### config.mk
export PLATFORM = sky130hd
export DESIGN_NAME = encoder_speed_supervisor
export DESIGN_NICKNAME = d
export VERILOG_FILES = /design/src/ess_pkg.sv /design/src/encoder_speed_supervisor.sv
export SDC_FILE = /design/constraint.sdc
export NUM_CORES = 2
export LEC_CHECK = 0
export BUFFER_PORTS_ARGS = -buffer_cell sky130_fd_sc_hd__buf_4
export CORE_ASPECT_RATIO = 1.25
export CORE_MARGIN = 2
export CORE_UTILIZATION = 60
export CTS_CLUSTER_DIAMETER = 150
export DETAILED_ROUTE_END_ITERATION = 16
export PLACE_DENSITY_LB_ADDON = 0.1
export SYNTH_ARGS = -nofsm -noshare
export SYNTH_HDL_FRONTEND = slang
export SYNTH_SLANG_ARGS = --single-unit
### constraint.sdc
create_clock -name mclk -period 13.2 [get_ports mclk]
set_input_delay 2.64 -clock mclk [delete_from_list [all_inputs] [get_ports mclk]]
set_output_delay 2.64 -clock mclk [all_outputs]
set_load 0.03 [all_outputs]
### src/ess_pkg.sv
`default_nettype none
package ess_pkg;
    // ==============================================
    // register map
    localparam int          DW                 = 16;
    localparam int          AW                 = 4;
    localparam logic [3:0]  REG_PULSES_PER_REV = 4'h0;
    localparam logic [3:0]  REG_CONFIG         = 4'h1;
    localparam logic [3:0]  REG_MONITOR_DIV    = 4'h2;
    localparam logic [3:0]  REG_OVER_LEVEL     = 4'h3;
    localparam logic [3:0]  REG_OVER_DELAY     = 4'h4;
    localparam logic [3:0]  REG_DVTN_LEVEL     = 4'h5;
    localparam logic [3:0]  REG_DVTN_DELAY     = 4'h6;
    localparam logic [3:0]  REG_GEAR_ONE       = 4'h7;
    localparam logic [3:0]  REG_GEAR_TWO       = 4'h8;
    localparam logic [3:0]  REG_LOSS_TIME      = 4'h9;
    localparam logic [3:0]  REG_MAX_RPM        = 4'ha;
    localparam logic [3:0]  REG_EMERG_DECEL    = 4'hb;
    localparam logic [3:0]  REG_SPEED          = 4'hc;
    localparam logic [3:0]  REG_STATUS         = 4'hd;
    // ==============================================
    // config fields
    localparam int          CFG_LOSS           = 0;
    localparam int          CFG_OVER           = 2;
    localparam int          CFG_DVTN           = 4;
    localparam int          CFG_DIR            = 6;
    localparam int          CFG_INTEG          = 7;
    localparam int          CFG_METHOD         = 8;
    localparam logic [15:0] CFG_MASK           = 16'h03ff;
    localparam logic [15:0] CFG_RST            = 16'h0135;
    localparam logic [1:0]  REACT_RAMP         = 2'h0;
    localparam logic [1:0]  REACT_COAST        = 2'h1;
    localparam logic [1:0]  REACT_FAST         = 2'h2;
    localparam logic [1:0]  REACT_ALARM        = 2'h3;
    localparam logic [1:0]  METHOD_FLUX        = 2'h3;
    // ==============================================
    // limits and reset values, delays in tenths of a second
    localparam logic [15:0] PPR_MAX            = 16'hea60;
    localparam logic [15:0] PPR_RST            = 16'h0400;
    localparam logic [15:0] MON_MAX            = 16'h0084;
    localparam logic [15:0] MON_RST            = 16'h0001;
    localparam logic [15:0] MON_N_STEP         = 16'h0064;
    localparam logic [15:0] MON_M_MAX          = 16'h0020;
    localparam logic [15:0] OVER_LVL_MAX       = 16'h0078;
    localparam logic [15:0] OVER_LVL_RST       = 16'h0073;
    localparam logic [15:0] OVER_DLY_MAX       = 16'h0014;
    localparam logic [15:0] OVER_DLY_VF        = 16'h000a;
    localparam logic [15:0] OVER_DLY_FLUX      = 16'h0000;
    localparam logic [15:0] DVTN_LVL_MAX       = 16'h0032;
    localparam logic [15:0] DVTN_LVL_RST       = 16'h000a;
    localparam logic [15:0] DVTN_DLY_MAX       = 16'h0064;
    localparam logic [15:0] DVTN_DLY_RST       = 16'h0005;
    localparam logic [15:0] GEAR_MAX           = 16'h03e8;
    localparam logic [15:0] LOSS_MAX           = 16'h0064;
    localparam logic [15:0] LOSS_RST           = 16'h0014;
    localparam int          F_LOSS             = 0;
    localparam int          F_OVER             = 1;
    localparam int          F_DVTN             = 2;
    // ==============================================
    // timing
    localparam longint      CLK_NS             = 10;
    localparam longint      SEC_NS             = 1000000000;
    localparam longint      TENTH_NS           = 100000000;
    localparam longint      TENTH_CYCLES       = TENTH_NS / CLK_NS;
    localparam longint      WINDOW_NS          = 1000000;
    localparam longint      WINDOW_CYCLES      = WINDOW_NS / CLK_NS;
    localparam longint      SEC_PER_MIN        = 60;
    localparam longint      EDGES_PER_PULSE    = 4;
    localparam int          PCT                = 100;
    localparam int          DIV_STEPS          = 48;
    typedef enum logic { ST_IDLE, ST_DIV } div_e;
endpackage : ess_pkg
`default_nettype wire

### src/encoder_speed_supervisor.sv
// Design decisions made here: the address-and-strobe port and the address map.
`timescale 1ns/1ps
`default_nettype none
module encoder_speed_supervisor
    import ess_pkg::*;
#(
    parameter int unsigned  TENTH_CYC   = int'(TENTH_CYCLES),
    parameter int unsigned  WIN_CYC     = int'(WINDOW_CYCLES),
    parameter logic [15:0]  MAX_RPM_RST = 16'h0708,
    parameter logic [15:0]  EDECEL_RST  = 16'h0064
) (
    input  wire logic               mclk,
    input  wire logic               rstn,
    input  wire logic               enc_a,
    input  wire logic               enc_b,
    input  wire logic signed [15:0] speed_ref,
    input  wire logic               run_cmd,
    input  wire logic               ramping,
    input  wire logic               torque_mode,
    input  wire logic [15:0]        active_decel_time,
    input  wire logic [AW-1:0]      reg_addr,
    input  wire logic [DW-1:0]      reg_wdata,
    input  wire logic               reg_wr,
    input  wire logic               reg_rd,
    output logic [DW-1:0]           reg_rdata,
    output logic signed [15:0]      speed_rpm,
    output logic                    speed_valid,
    output logic                    pulse_monitor,
    output logic                    integ_enable,
    output logic                    fault_out,
    output logic                    alarm_out,
    output logic                    stop_ramp,
    output logic                    stop_coast,
    output logic                    stop_fast,
    output logic [15:0]             decel_time
);
    // ==============================================
    // constants and helpers
    localparam longint RPM_SCALE = SEC_PER_MIN * SEC_NS
                                 / (EDGES_PER_PULSE * longint'(WIN_CYC) * CLK_NS);

    function automatic logic [15:0] clampv(input logic [15:0] v, input logic [15:0] mx);
        clampv = (v > mx) ? mx : v;
    endfunction : clampv

    function automatic logic [15:0] absv(input logic signed [16:0] v);
        logic [16:0] m;
        m = v[16] ? 17'(-v) : 17'(v);
        absv = m[16] ? 16'hffff : m[15:0];
    endfunction : absv

    typedef struct packed {
        logic [15:0]        pulses_per_rev;
        logic [15:0]        cfg;
        logic [15:0]        monitor_divider;
        logic [15:0]        overspeed_level;
        logic [15:0]        overspeed_delay;
        logic [15:0]        deviation_level;
        logic [15:0]        deviation_delay;
        logic [15:0]        gear_teeth_one;
        logic [15:0]        gear_teeth_two;
        logic [15:0]        loss_detect_time;
        logic [15:0]        max_output_frequency;
        logic [15:0]        emergency_decel_time;
        logic               delay_written;
        logic [1:0]         ab;
        logic               mon_out;
        logic [5:0]         mon_acc;
        logic signed [19:0] edges;
        logic [31:0]        win_cnt;
        logic [2:0][23:0]   sub;
        logic [2:0][7:0]    tenths;
        logic [2:0]         hit;
        div_e               st;
        logic [5:0]         step_cnt;
        logic [47:0]        quo;
        logic [47:0]        rem;
        logic [47:0]        den;
        logic               neg;
        logic signed [15:0] speed;
        logic               spd_valid;
        logic [15:0]        rdata;
        logic [15:0]        decel;
    } state_s;

    state_s      s;
    state_s      n;
    logic        edge_evt;
    logic        win_end;
    logic        gear_on;
    logic        over_cond;
    logic        dvtn_cond;
    logic [2:0]  act;
    logic [2:0]  det;
    logic [2:0]  flt;
    logic [1:0]  react [3];
    logic        mon_n;
    logic [5:0]  mon_m;
    logic        coast_any;
    logic        fast_any;
    logic        ramp_any;

    // ==============================================
    // next state
    always_comb begin : next_state
        logic [1:0]  g_prev;
        logic [1:0]  g_cur;
        logic [1:0]  step;
        logic        inc;
        logic        dec;
        logic        dir;
        logic [19:0] mag;
        logic [48:0] rsh;
        logic [15:0] raw_m;
        logic [6:0]  sum;
        logic [15:0] spd_mag;
        logic [15:0] err_mag;
        logic [2:0]  clr;
        logic [1:0]  new_meth;
        n        = s;
        g_prev   = {s.ab[1], ^s.ab};
        g_cur    = {enc_a, enc_a ^ enc_b};
        step     = g_cur - g_prev;
        dir      = s.cfg[CFG_DIR];
        inc      = (step == 2'h3 && !dir) || (step == 2'h1 && dir);
        dec      = (step == 2'h1 && !dir) || (step == 2'h3 && dir);
        edge_evt = {enc_a, enc_b} != s.ab;
        win_end  = s.win_cnt == 32'(WIN_CYC - 1);
        mag      = '0;
        rsh      = '0;
        sum      = '0;
        clr      = '0;
        new_meth = '0;
        raw_m    = '0;
        spd_mag  = '0;
        err_mag  = '0;
        n.ab     = {enc_a, enc_b};
        n.spd_valid = 1'b0;

        // signed edge count per window, then one long division
        n.win_cnt = win_end ? 32'h0 : s.win_cnt + 32'h1;
        if (win_end) begin
            n.edges = inc ? 20'sh1 : (dec ? -20'sh1 : 20'sh0);
        end else begin
            n.edges = s.edges + (inc ? 20'sh1 : (dec ? -20'sh1 : 20'sh0));
        end
        // zero teeth or flux vector falls back to a unity ratio
        gear_on = s.gear_teeth_one != 16'h0 && s.gear_teeth_two != 16'h0
                  && s.cfg[CFG_METHOD +: 2] != METHOD_FLUX;
        unique case (s.st)
            ST_IDLE: begin
                if (win_end) begin
                    n.neg      = s.edges[19];
                    mag        = s.edges[19] ? 20'(-s.edges) : 20'(s.edges);
                    n.quo      = 48'(mag) * 48'(RPM_SCALE)
                                 * (gear_on ? 48'(s.gear_teeth_two) : 48'h1);
                    n.den      = 48'(s.pulses_per_rev)
                                 * (gear_on ? 48'(s.gear_teeth_one) : 48'h1);
                    n.rem      = '0;
                    n.step_cnt = '0;
                    if (s.pulses_per_rev == 16'h0) begin
                        n.speed     = '0;
                        n.spd_valid = 1'b1;
                    end else begin
                        n.st = ST_DIV;
                    end
                end
            end
            ST_DIV: begin
                rsh        = {s.rem, s.quo[47]};
                n.quo      = {s.quo[46:0], 1'b0};
                if (rsh >= {1'b0, s.den}) begin
                    n.rem    = 48'(rsh - {1'b0, s.den});
                    n.quo[0] = 1'b1;
                end else begin
                    n.rem = rsh[47:0];
                end
                n.step_cnt = s.step_cnt + 6'h1;
                if (s.step_cnt == 6'(DIV_STEPS - 1)) begin
                    // saturate rather than wrap on absurd settings
                    n.speed     = (n.quo > 48'h7fff) ? 16'sh7fff : 16'(n.quo);
                    n.speed     = s.neg ? -n.speed : n.speed;
                    n.spd_valid = 1'b1;
                    n.st        = ST_IDLE;
                end
            end
        endcase

        // pulse monitor, toggles so both A edges keep the ratio
        mon_n = s.monitor_divider >= MON_N_STEP;
        raw_m = s.monitor_divider - (mon_n ? MON_N_STEP : 16'h0);
        raw_m = clampv(raw_m, MON_M_MAX);
        mon_m = (raw_m < 16'(mon_n) + 16'h1) ? 6'(mon_n) + 6'h1 : raw_m[5:0];
        if (enc_a != s.ab[1]) begin
            sum = 7'(s.mon_acc) + 7'(mon_n) + 7'h1;
            if (sum >= 7'(mon_m)) begin
                n.mon_acc = 6'(sum - 7'(mon_m));
                n.mon_out = !s.mon_out;
            end else begin
                n.mon_acc = sum[5:0];
            end
        end

        // fault detection with delay in tenths of a second
        spd_mag   = absv(17'(s.speed));
        err_mag   = absv(17'(speed_ref) - 17'(s.speed));
        over_cond = 32'(spd_mag) * PCT
                    > 32'(s.overspeed_level) * 32'(s.max_output_frequency);
        dvtn_cond = 32'(err_mag) * PCT
                    > 32'(s.deviation_level) * 32'(s.max_output_frequency)
                    && !ramping && !torque_mode;
        // a locked shaft under command stops edges just like a broken wire
        act[F_LOSS] = run_cmd && !edge_evt;
        act[F_OVER] = over_cond;
        act[F_DVTN] = dvtn_cond;
        for (int i = 0; i < 3; i++) begin
            det[i] = 1'b0;
            if (!act[i]) begin
                n.sub[i]    = '0;
                n.tenths[i] = '0;
            end else if (s.tenths[i] >= (i == F_LOSS ? s.loss_detect_time[7:0] :
                         i == F_OVER ? s.overspeed_delay[7:0] :
                         s.deviation_delay[7:0])) begin
                det[i] = 1'b1;
            end else if (s.sub[i] == 24'(TENTH_CYC - 1)) begin
                n.sub[i]    = '0;
                n.tenths[i] = s.tenths[i] + 8'h1;
            end else begin
                n.sub[i] = s.sub[i] + 24'h1;
            end
        end

        // register writes, values beyond range are clamped
        if (reg_wr) begin
            unique case (reg_addr)
                REG_PULSES_PER_REV: n.pulses_per_rev = clampv(reg_wdata, PPR_MAX);
                REG_CONFIG: begin
                    n.cfg    = reg_wdata & CFG_MASK;
                    new_meth = reg_wdata[CFG_METHOD +: 2];
                    if (!s.delay_written && new_meth != s.cfg[CFG_METHOD +: 2]) begin
                        n.overspeed_delay = (new_meth == METHOD_FLUX) ?
                                            OVER_DLY_FLUX : OVER_DLY_VF;
                    end
                end
                REG_MONITOR_DIV: n.monitor_divider = clampv(reg_wdata, MON_MAX);
                REG_OVER_LEVEL: n.overspeed_level = clampv(reg_wdata, OVER_LVL_MAX);
                REG_OVER_DELAY: begin
                    n.overspeed_delay = clampv(reg_wdata, OVER_DLY_MAX);
                    n.delay_written   = 1'b1;
                end
                REG_DVTN_LEVEL: n.deviation_level = clampv(reg_wdata, DVTN_LVL_MAX);
                REG_DVTN_DELAY: n.deviation_delay = clampv(reg_wdata, DVTN_DLY_MAX);
                REG_GEAR_ONE: n.gear_teeth_one = clampv(reg_wdata, GEAR_MAX);
                REG_GEAR_TWO: n.gear_teeth_two = clampv(reg_wdata, GEAR_MAX);
                REG_LOSS_TIME: n.loss_detect_time = clampv(reg_wdata, LOSS_MAX);
                REG_MAX_RPM: n.max_output_frequency = reg_wdata;
                REG_EMERG_DECEL: n.emergency_decel_time = reg_wdata;
                REG_STATUS: clr = reg_wdata[2:0];
                default: ;
            endcase
        end
        // a new detection beats a clear in the same cycle
        n.hit = (s.hit & ~clr) | det;

        // read data only in the cycle after the strobe
        n.rdata = '0;
        if (reg_rd) begin
            unique case (reg_addr)
                REG_PULSES_PER_REV: n.rdata = s.pulses_per_rev;
                REG_CONFIG: n.rdata = s.cfg;
                REG_MONITOR_DIV: n.rdata = s.monitor_divider;
                REG_OVER_LEVEL: n.rdata = s.overspeed_level;
                REG_OVER_DELAY: n.rdata = s.overspeed_delay;
                REG_DVTN_LEVEL: n.rdata = s.deviation_level;
                REG_DVTN_DELAY: n.rdata = s.deviation_delay;
                REG_GEAR_ONE: n.rdata = s.gear_teeth_one;
                REG_GEAR_TWO: n.rdata = s.gear_teeth_two;
                REG_LOSS_TIME: n.rdata = s.loss_detect_time;
                REG_MAX_RPM: n.rdata = s.max_output_frequency;
                REG_EMERG_DECEL: n.rdata = s.emergency_decel_time;
                REG_SPEED: n.rdata = s.speed;
                REG_STATUS: n.rdata = {10'h0, act, s.hit};
                default: n.rdata = '0;
            endcase
        end

        // reactions: coast beats fast stop beats ramp stop
        react[F_LOSS] = s.cfg[CFG_LOSS +: 2];
        react[F_OVER] = s.cfg[CFG_OVER +: 2];
        react[F_DVTN] = s.cfg[CFG_DVTN +: 2];
        coast_any = 1'b0;
        fast_any  = 1'b0;
        ramp_any  = 1'b0;
        for (int i = 0; i < 3; i++) begin
            flt[i]    = s.hit[i] && react[i] != REACT_ALARM;
            coast_any = coast_any | (flt[i] && react[i] == REACT_COAST);
            fast_any  = fast_any | (flt[i] && react[i] == REACT_FAST);
            ramp_any  = ramp_any | (flt[i] && react[i] == REACT_RAMP);
        end
        n.decel = (fast_any && !coast_any) ? s.emergency_decel_time
                                           : active_decel_time;

        if (!rstn) begin
            n                      = '0;
            n.pulses_per_rev       = PPR_RST;
            n.cfg                  = CFG_RST;
            n.monitor_divider      = MON_RST;
            n.overspeed_level      = OVER_LVL_RST;
            n.overspeed_delay      = OVER_DLY_VF;
            n.deviation_level      = DVTN_LVL_RST;
            n.deviation_delay      = DVTN_DLY_RST;
            n.loss_detect_time     = LOSS_RST;
            n.max_output_frequency = MAX_RPM_RST;
            n.emergency_decel_time = EDECEL_RST;
            n.st                   = ST_IDLE;
        end
    end

    always_ff @(posedge mclk) begin
        s <= n;
    end

    // ==============================================
    // outputs
    assign reg_rdata     = s.rdata;
    assign speed_rpm     = s.speed;
    assign speed_valid   = s.spd_valid;
    assign pulse_monitor = s.mon_out;
    assign decel_time    = s.decel;
    assign integ_enable  = s.cfg[CFG_INTEG] || !ramping;
    assign fault_out     = |flt;
    assign alarm_out     = |(s.hit & ~flt);
    assign stop_coast    = coast_any;
    assign stop_fast     = fast_any && !coast_any;
    assign stop_ramp     = ramp_any && !coast_any && !fast_any;
endmodule : encoder_speed_supervisor
`default_nettype wire

## Word-level counts from Yosys, hierarchy flattened

Cells that the tools add are included.

- Equality and inequality tests: 38
- Reductions and logical operators: 71
- Bitwise logic cells: 17
- Magnitude comparators: 18
- Div/mod/pow operators: 0
- Add/subtract/negate cells: 22
- $mul: 7
- Multiplexer cells: 49
- Shift-type cells: 0

Operators by type and width:

| cell | number |
|---|---|
| $mux 16 | 16 |
| $pmux 16 s14 | 1 |
| $pmux 103 s2 | 1 |
| $mux 169 | 1 |
| $mul 16x16->32 | 3 |
| $mux 20 | 4 |
| $add 24x1->24 const B | 3 |
| $eq 24x24->1 const B | 3 |
| $mux 24 | 3 |
| $mux 17 | 4 |
| $gt 23x32->1 | 2 |
| $ge 49x48->1 | 1 |
| $gt 48x15->1 const B | 1 |
| $mux 48 | 1 |
| $sub 48x48->48 | 1 |
| $mul 31x16->45 | 1 |
| $mul 16x5->21 const B | 2 |
| $reduce_and 2->1 | 21 |
| $pmux 17 s2 | 1 |
| $add 32x1->32 const B | 1 |
| $eq 32x17->1 const B | 1 |
| $gt 16x6->1 const B | 2 |
| $gt 16x7->1 const B | 2 |
| $pmux 16 s2 | 1 |
| 57 further kinds | 145 |

- Bits in read-only memories: 0
- Word-level logic and storage cells: 257
- Register bits: 548
- Memories kept: 0
- Output and inout bits: 56
- Bits in latches: 0
- Bits in writable memories: 0

## Longest topological paths before layout

- Depth in word-level cells: 10
- Depth in mapped cells: 53
- Gate-level depth less buffers: 50

## Least setup slack after synthesis

No wires, ideal clock.

- Path kind: reg2reg
- From: register s[332] (netlist bit)
- To: register s[193] (netlist bit)
- Path slack: 0.491 ns
- Data arrival time: 12.613 ns
- Path buffers: 4
- Stages on the path, launching flop included: 52
- Required time: 13.105 ns
- Setup time: 0.095 ns
- Path through: dfxtp_1 > clkbuf_1 > inv_1 > clkbuf_1 > ha_1 > inv_1 > or4_1 > o31ai_1 > xnor2_1 > fa_1 > inv_1 > fa_1 > fa_1 > inv_1 > fa_1 > inv_1 > fa_1 > inv_1 > (+16 left out) > fa_1 > fa_1 > inv_1 > fa_1 > inv_1 > ha_1 > clkbuf_1 > nand4_1 > nor2_1 > nand3_1 > nor3_1 > and3_1 > nor2_1 > a221oi_1 > a21oi_1 > xnor2_1 > or4_1 > o311ai_1

- Cells in the longest elaborated chain, start to end: 6

RTL lines:

| what | RTL line | text |
|---|---|---|
| start, declared | encoder_speed_supervisor.sv:86 | `state_s s;` |
| start signal, assigned | encoder_speed_supervisor.sv:320 | `s <= n;` |
| $neg 20->20 | encoder_speed_supervisor.sv:154 | `mag = s.edges[19] ? 20'(-s.edges) : 20'(s.edges);` |
| $mux 20 * | encoder_speed_supervisor.sv:154 |  |
| $mul 20x11->31 * | encoder_speed_supervisor.sv:155 | `n.quo = 48'(mag) * 48'(RPM_SCALE)` |
| $mul 31x16->45 * | encoder_speed_supervisor.sv:156 | `* (gear_on ? 48'(s.gear_teeth_two) : 48'h1);` |
| $mux 169 * | encoder_speed_supervisor.sv:152 | `if (win_end) begin` |
| $pmux 103 s2 * | encoder_speed_supervisor.sv:150 | `unique case (s.st)` |

Mark *: on every way between the ends. The rest lies on a longest branch, timed or not. The select of a mux whose other input is x is not followed.
A chain may end at the register's enable or synchronous reset.

## Final worst setup path

- From: register s[333] (netlist bit)
- To: register s[193] (netlist bit)

The elaborated chain is that of the path after synthesis.

==> impl_metrics.yaml <==
synth:
  synthFlopType: "sky130_fd_sc_hd__dfxtp_1"
  synthArstFlopShare_pct: 0
  mappedNetlistArea_um2: 76700
  ys.warnings.count: 0
  ys_seq_area_share_pct: 13.9
  synth_cells: 9216
  postSynthNetCount: 11100
  avgSynthCellArea_um2: 8.32
  synth.distinct_cells: 96
  number_of_enable_flip_flop_cells_after_synthesis: 0
  ys_ff_latch: 532
detailed_routing:
  detail_route.drc_violations: 0
  residual_antenna_violating_net_count_after_detailed_routing: 0
  routedWlPerCell_um: 21.7
  initialDrtViolationCount: 5037
  first_pass_iters: 7
  routed-via-count: 64600
  wirelength_um: 234000
  vias_per_cell: 5.99
finish:
  num-fill-cells: 11200
  area_growth_syn_to_layout_pct: 5.67
  layout.nets: 10900
  layout-drive-gt1-share_pct: 5.10
global_route:
  grt_use_total_pct: 36.4
  grt_max_degree: 110
  grt_pass1_wl_um: 370000
  grt_pass1_vias: 66700
  globalRoute.totalOverflow: 0
  grt_antenna_before_repair: 11
clocking:
  clock_tree_from_tritoncts: "built"
  cts-root-buf: "sky130_fd_sc_hd__clkbuf_16"
  path_clk_slew_ps: 60
  htree_levels: 2
  numCtsBuffers: 58
  clock_sink_count: 532
  clkLatencyLatePin_ps: 720
  cts.path.max_buffers: 3
critical_path:
  critical-path-top-cell-by-count: "sky130_fd_sc_hd__fa_1"
  crit_path_start_kind: "flop"
  maximum_net_fanout_on_the_critical_path: 9
  slowest_delay_ps: 620
  worst_path_max_delay_cell: "sky130_fd_sc_hd__fa_1"
  crit_arrival_ps: 13210
  cp.required_ps: 13780
  path_class: "flop to flop"
  end_kind: "flop"
placed_design:
  gp_congestion: 0.990
  pre_cts_ws_ps: 150
  detailed_place_hpwl_um: 183000
  port_buffers: 116
floorplanning:
  core_region_area_um2: 127000
  start_util_pct: 60.5
  floorplan.die.width_um: 324
  row_count: 146
  io-pin-count: 117
  chipHeight_um: 404
  die_area_um2: 131000
timing:
  layout_min_cycle_time_ps: 12630
  clock-skew-final_ps: 80.9
  fin_setup_tns_ps: 0
  post-route-worst-setup-slack_ps: 566
  setup_viol_count_final: 0
  hold_viol: 0
  grt_setup_unrepaired: "no"
  min_period_over_period_pct: 95.7
  final_max_slew_viol_count: 0
  maxSlewHeadroom_pct: 12.6
  fmaxAchievable_ghz: 0.0792
  timing.hold.ws_ps: 457
  timing_worst_slew_pin_value_ps: 1300
run:
  maxCapViolations: 0
min_path:
  hold_path_class: "flop to flop"
status:
  outcome: "finished clean"
[logic make-up (layout without fill, tap and decap cells)]
group                      Yosys count  in the layout  share of synthesized area [%]
AOI/OAI and AO/OA                 1351           1351                           11.5
buffers and inverters             1891           1754                           9.53
DFF                                532            532                           13.9
other                                0              6                              0
adders and majority gates         1852           1852                           40.8
and+or+nand+nor                   3129           3129                           18.9
xor gates and xnor gates           431            431                           4.92
muxes                               30             30                          0.400
[timing repair]
item,in CTS,in global routing
buffers inserted,0,3
resized for setup,0,29
hold buffers,0,0
endpoints found under the setup margin,0,11
[final timing paths]
check | startpoint | to | slack [ps] | cells after the start
worst max register to register | s[333] | s[193] | 570 | 45
worst min-delay path | s[52] | s[52] | 460 | 2
worst max-delay path | s[333] | s[193] | 570 | 45
worst min register to register | s[52] | s[52] | 460 | 2
[layer usage]
layer  vias to the layer above  wire, µm  track usage, %
li1                      29400         -               -
met3                       817     16900            5.53
met4                         8     21800            27.9
met2                      2580    112000            61.5
met5                         -        51               0
met1                     31800     83200            41.3
[cells in the final DEF, fill, tap and decap left out, types with 15 or more instances in the layout]
master                         n
sky130_fd_sc_hd__mux2i_1      25
sky130_fd_sc_hd__dfxtp_1     531
sky130_fd_sc_hd__or2_2        15
sky130_fd_sc_hd__nand2b_1     74
sky130_fd_sc_hd__a211oi_1     42
sky130_fd_sc_hd__a22oi_1      60
sky130_fd_sc_hd__and3_1      227
sky130_fd_sc_hd__a21oi_1     405
sky130_fd_sc_hd__o211ai_1     29
sky130_fd_sc_hd__xor2_1      170
sky130_fd_sc_hd__nor2_1      567
sky130_fd_sc_hd__nand2_1    1373
sky130_fd_sc_hd__o21ai_0     261
sky130_fd_sc_hd__or3_1        39
sky130_fd_sc_hd__nor2b_1      46
sky130_fd_sc_hd__xnor2_1     255
sky130_fd_sc_hd__a22o_1       36
sky130_fd_sc_hd__o31ai_1      19
sky130_fd_sc_hd__o21bai_1     46
sky130_fd_sc_hd__a221oi_1     48
sky130_fd_sc_hd__nor3_1      109
sky130_fd_sc_hd__a31oi_1      49
sky130_fd_sc_hd__inv_1      1376
sky130_fd_sc_hd__and2_1      251
sky130_fd_sc_hd__nor4_1       67
sky130_fd_sc_hd__nand3_1     180
sky130_fd_sc_hd__buf_4       265
sky130_fd_sc_hd__a311oi_1     22
sky130_fd_sc_hd__a21o_1      132
sky130_fd_sc_hd__fa_1       1084
sky130_fd_sc_hd__o21a_1       43
sky130_fd_sc_hd__ha_1        762
sky130_fd_sc_hd__nand4_1      76
sky130_fd_sc_hd__clkbuf_16    58
[registers in the layout, summed over array words and instances (netlist names)]
name and count:
s 474, react 6, decel_time 16, pulse_monitor 1, next_state.g_prev 1, speed_rpm 16
speed_valid 1, reg_rdata 16, next_state.dir 1
[cell usage after synthesis (all sizes together) (60+ instances only)]
cell,instances,area [µm²]
nand2b,74,463
nor2,571,2140
and2,266,1660
nand4,76,475
a22oi,60,450
ha,767,9600
dfxtp,532,10700
xnor2,261,2290
nor4,72,450
xor2,170,1490
a21oi,407,2040
o21ai,272,1370
buf,80,510
and3,227,1420
nand2,1373,5150
clkbuf,429,1610
nor3,116,581
fa,1084,21700
a21o,133,1000
inv,1380,5180
nand3,181,911
[area by class of cell]
class | count | area (µm²) | share of cell area, %
Timing Repair Buffer | 267 | 2020 | 2.49
Multi-Input combinational cell | 6793 | 58900 | 72.8
Inverter | 1382 | 5190 | 6.41
Antenna cell | 6 | 15.0 | 0.0185
Sequential cell | 532 | 10700 | 13.1
Clock buffer | 71 | 1600 | 1.98
Tap cell | 1702 | 2130 | 2.63
Clock inverter | 34 | 465 | 0.575
[stage by stage]
step / util (%) / instances / cell area [µm²]
floorplan: - / 9216 / 76700
global route: 63.9 / 10800 / 81000
global placement: 62.1 / 10700 / 78800
detailed placement: 62.1 / 10700 / 78800
CTS: 63.8 / 10800 / 80800
finish: 63.9 / 10800 / 81000
[worst max-delay path, delay by kind of cell, from the launching register on]
kind | cells | cell delay [ps]
compound gates | 12 | 2620
xor+xnor | 3 | 440
fa+ha+maj | 14 | 6650
buf+inv | 9 | 1000
flops | 1 | 340
simple gates | 7 | 1450
Power is not shown: default switching activity piles up to over one toggle a cycle in this logic, so the estimate is an artifact.
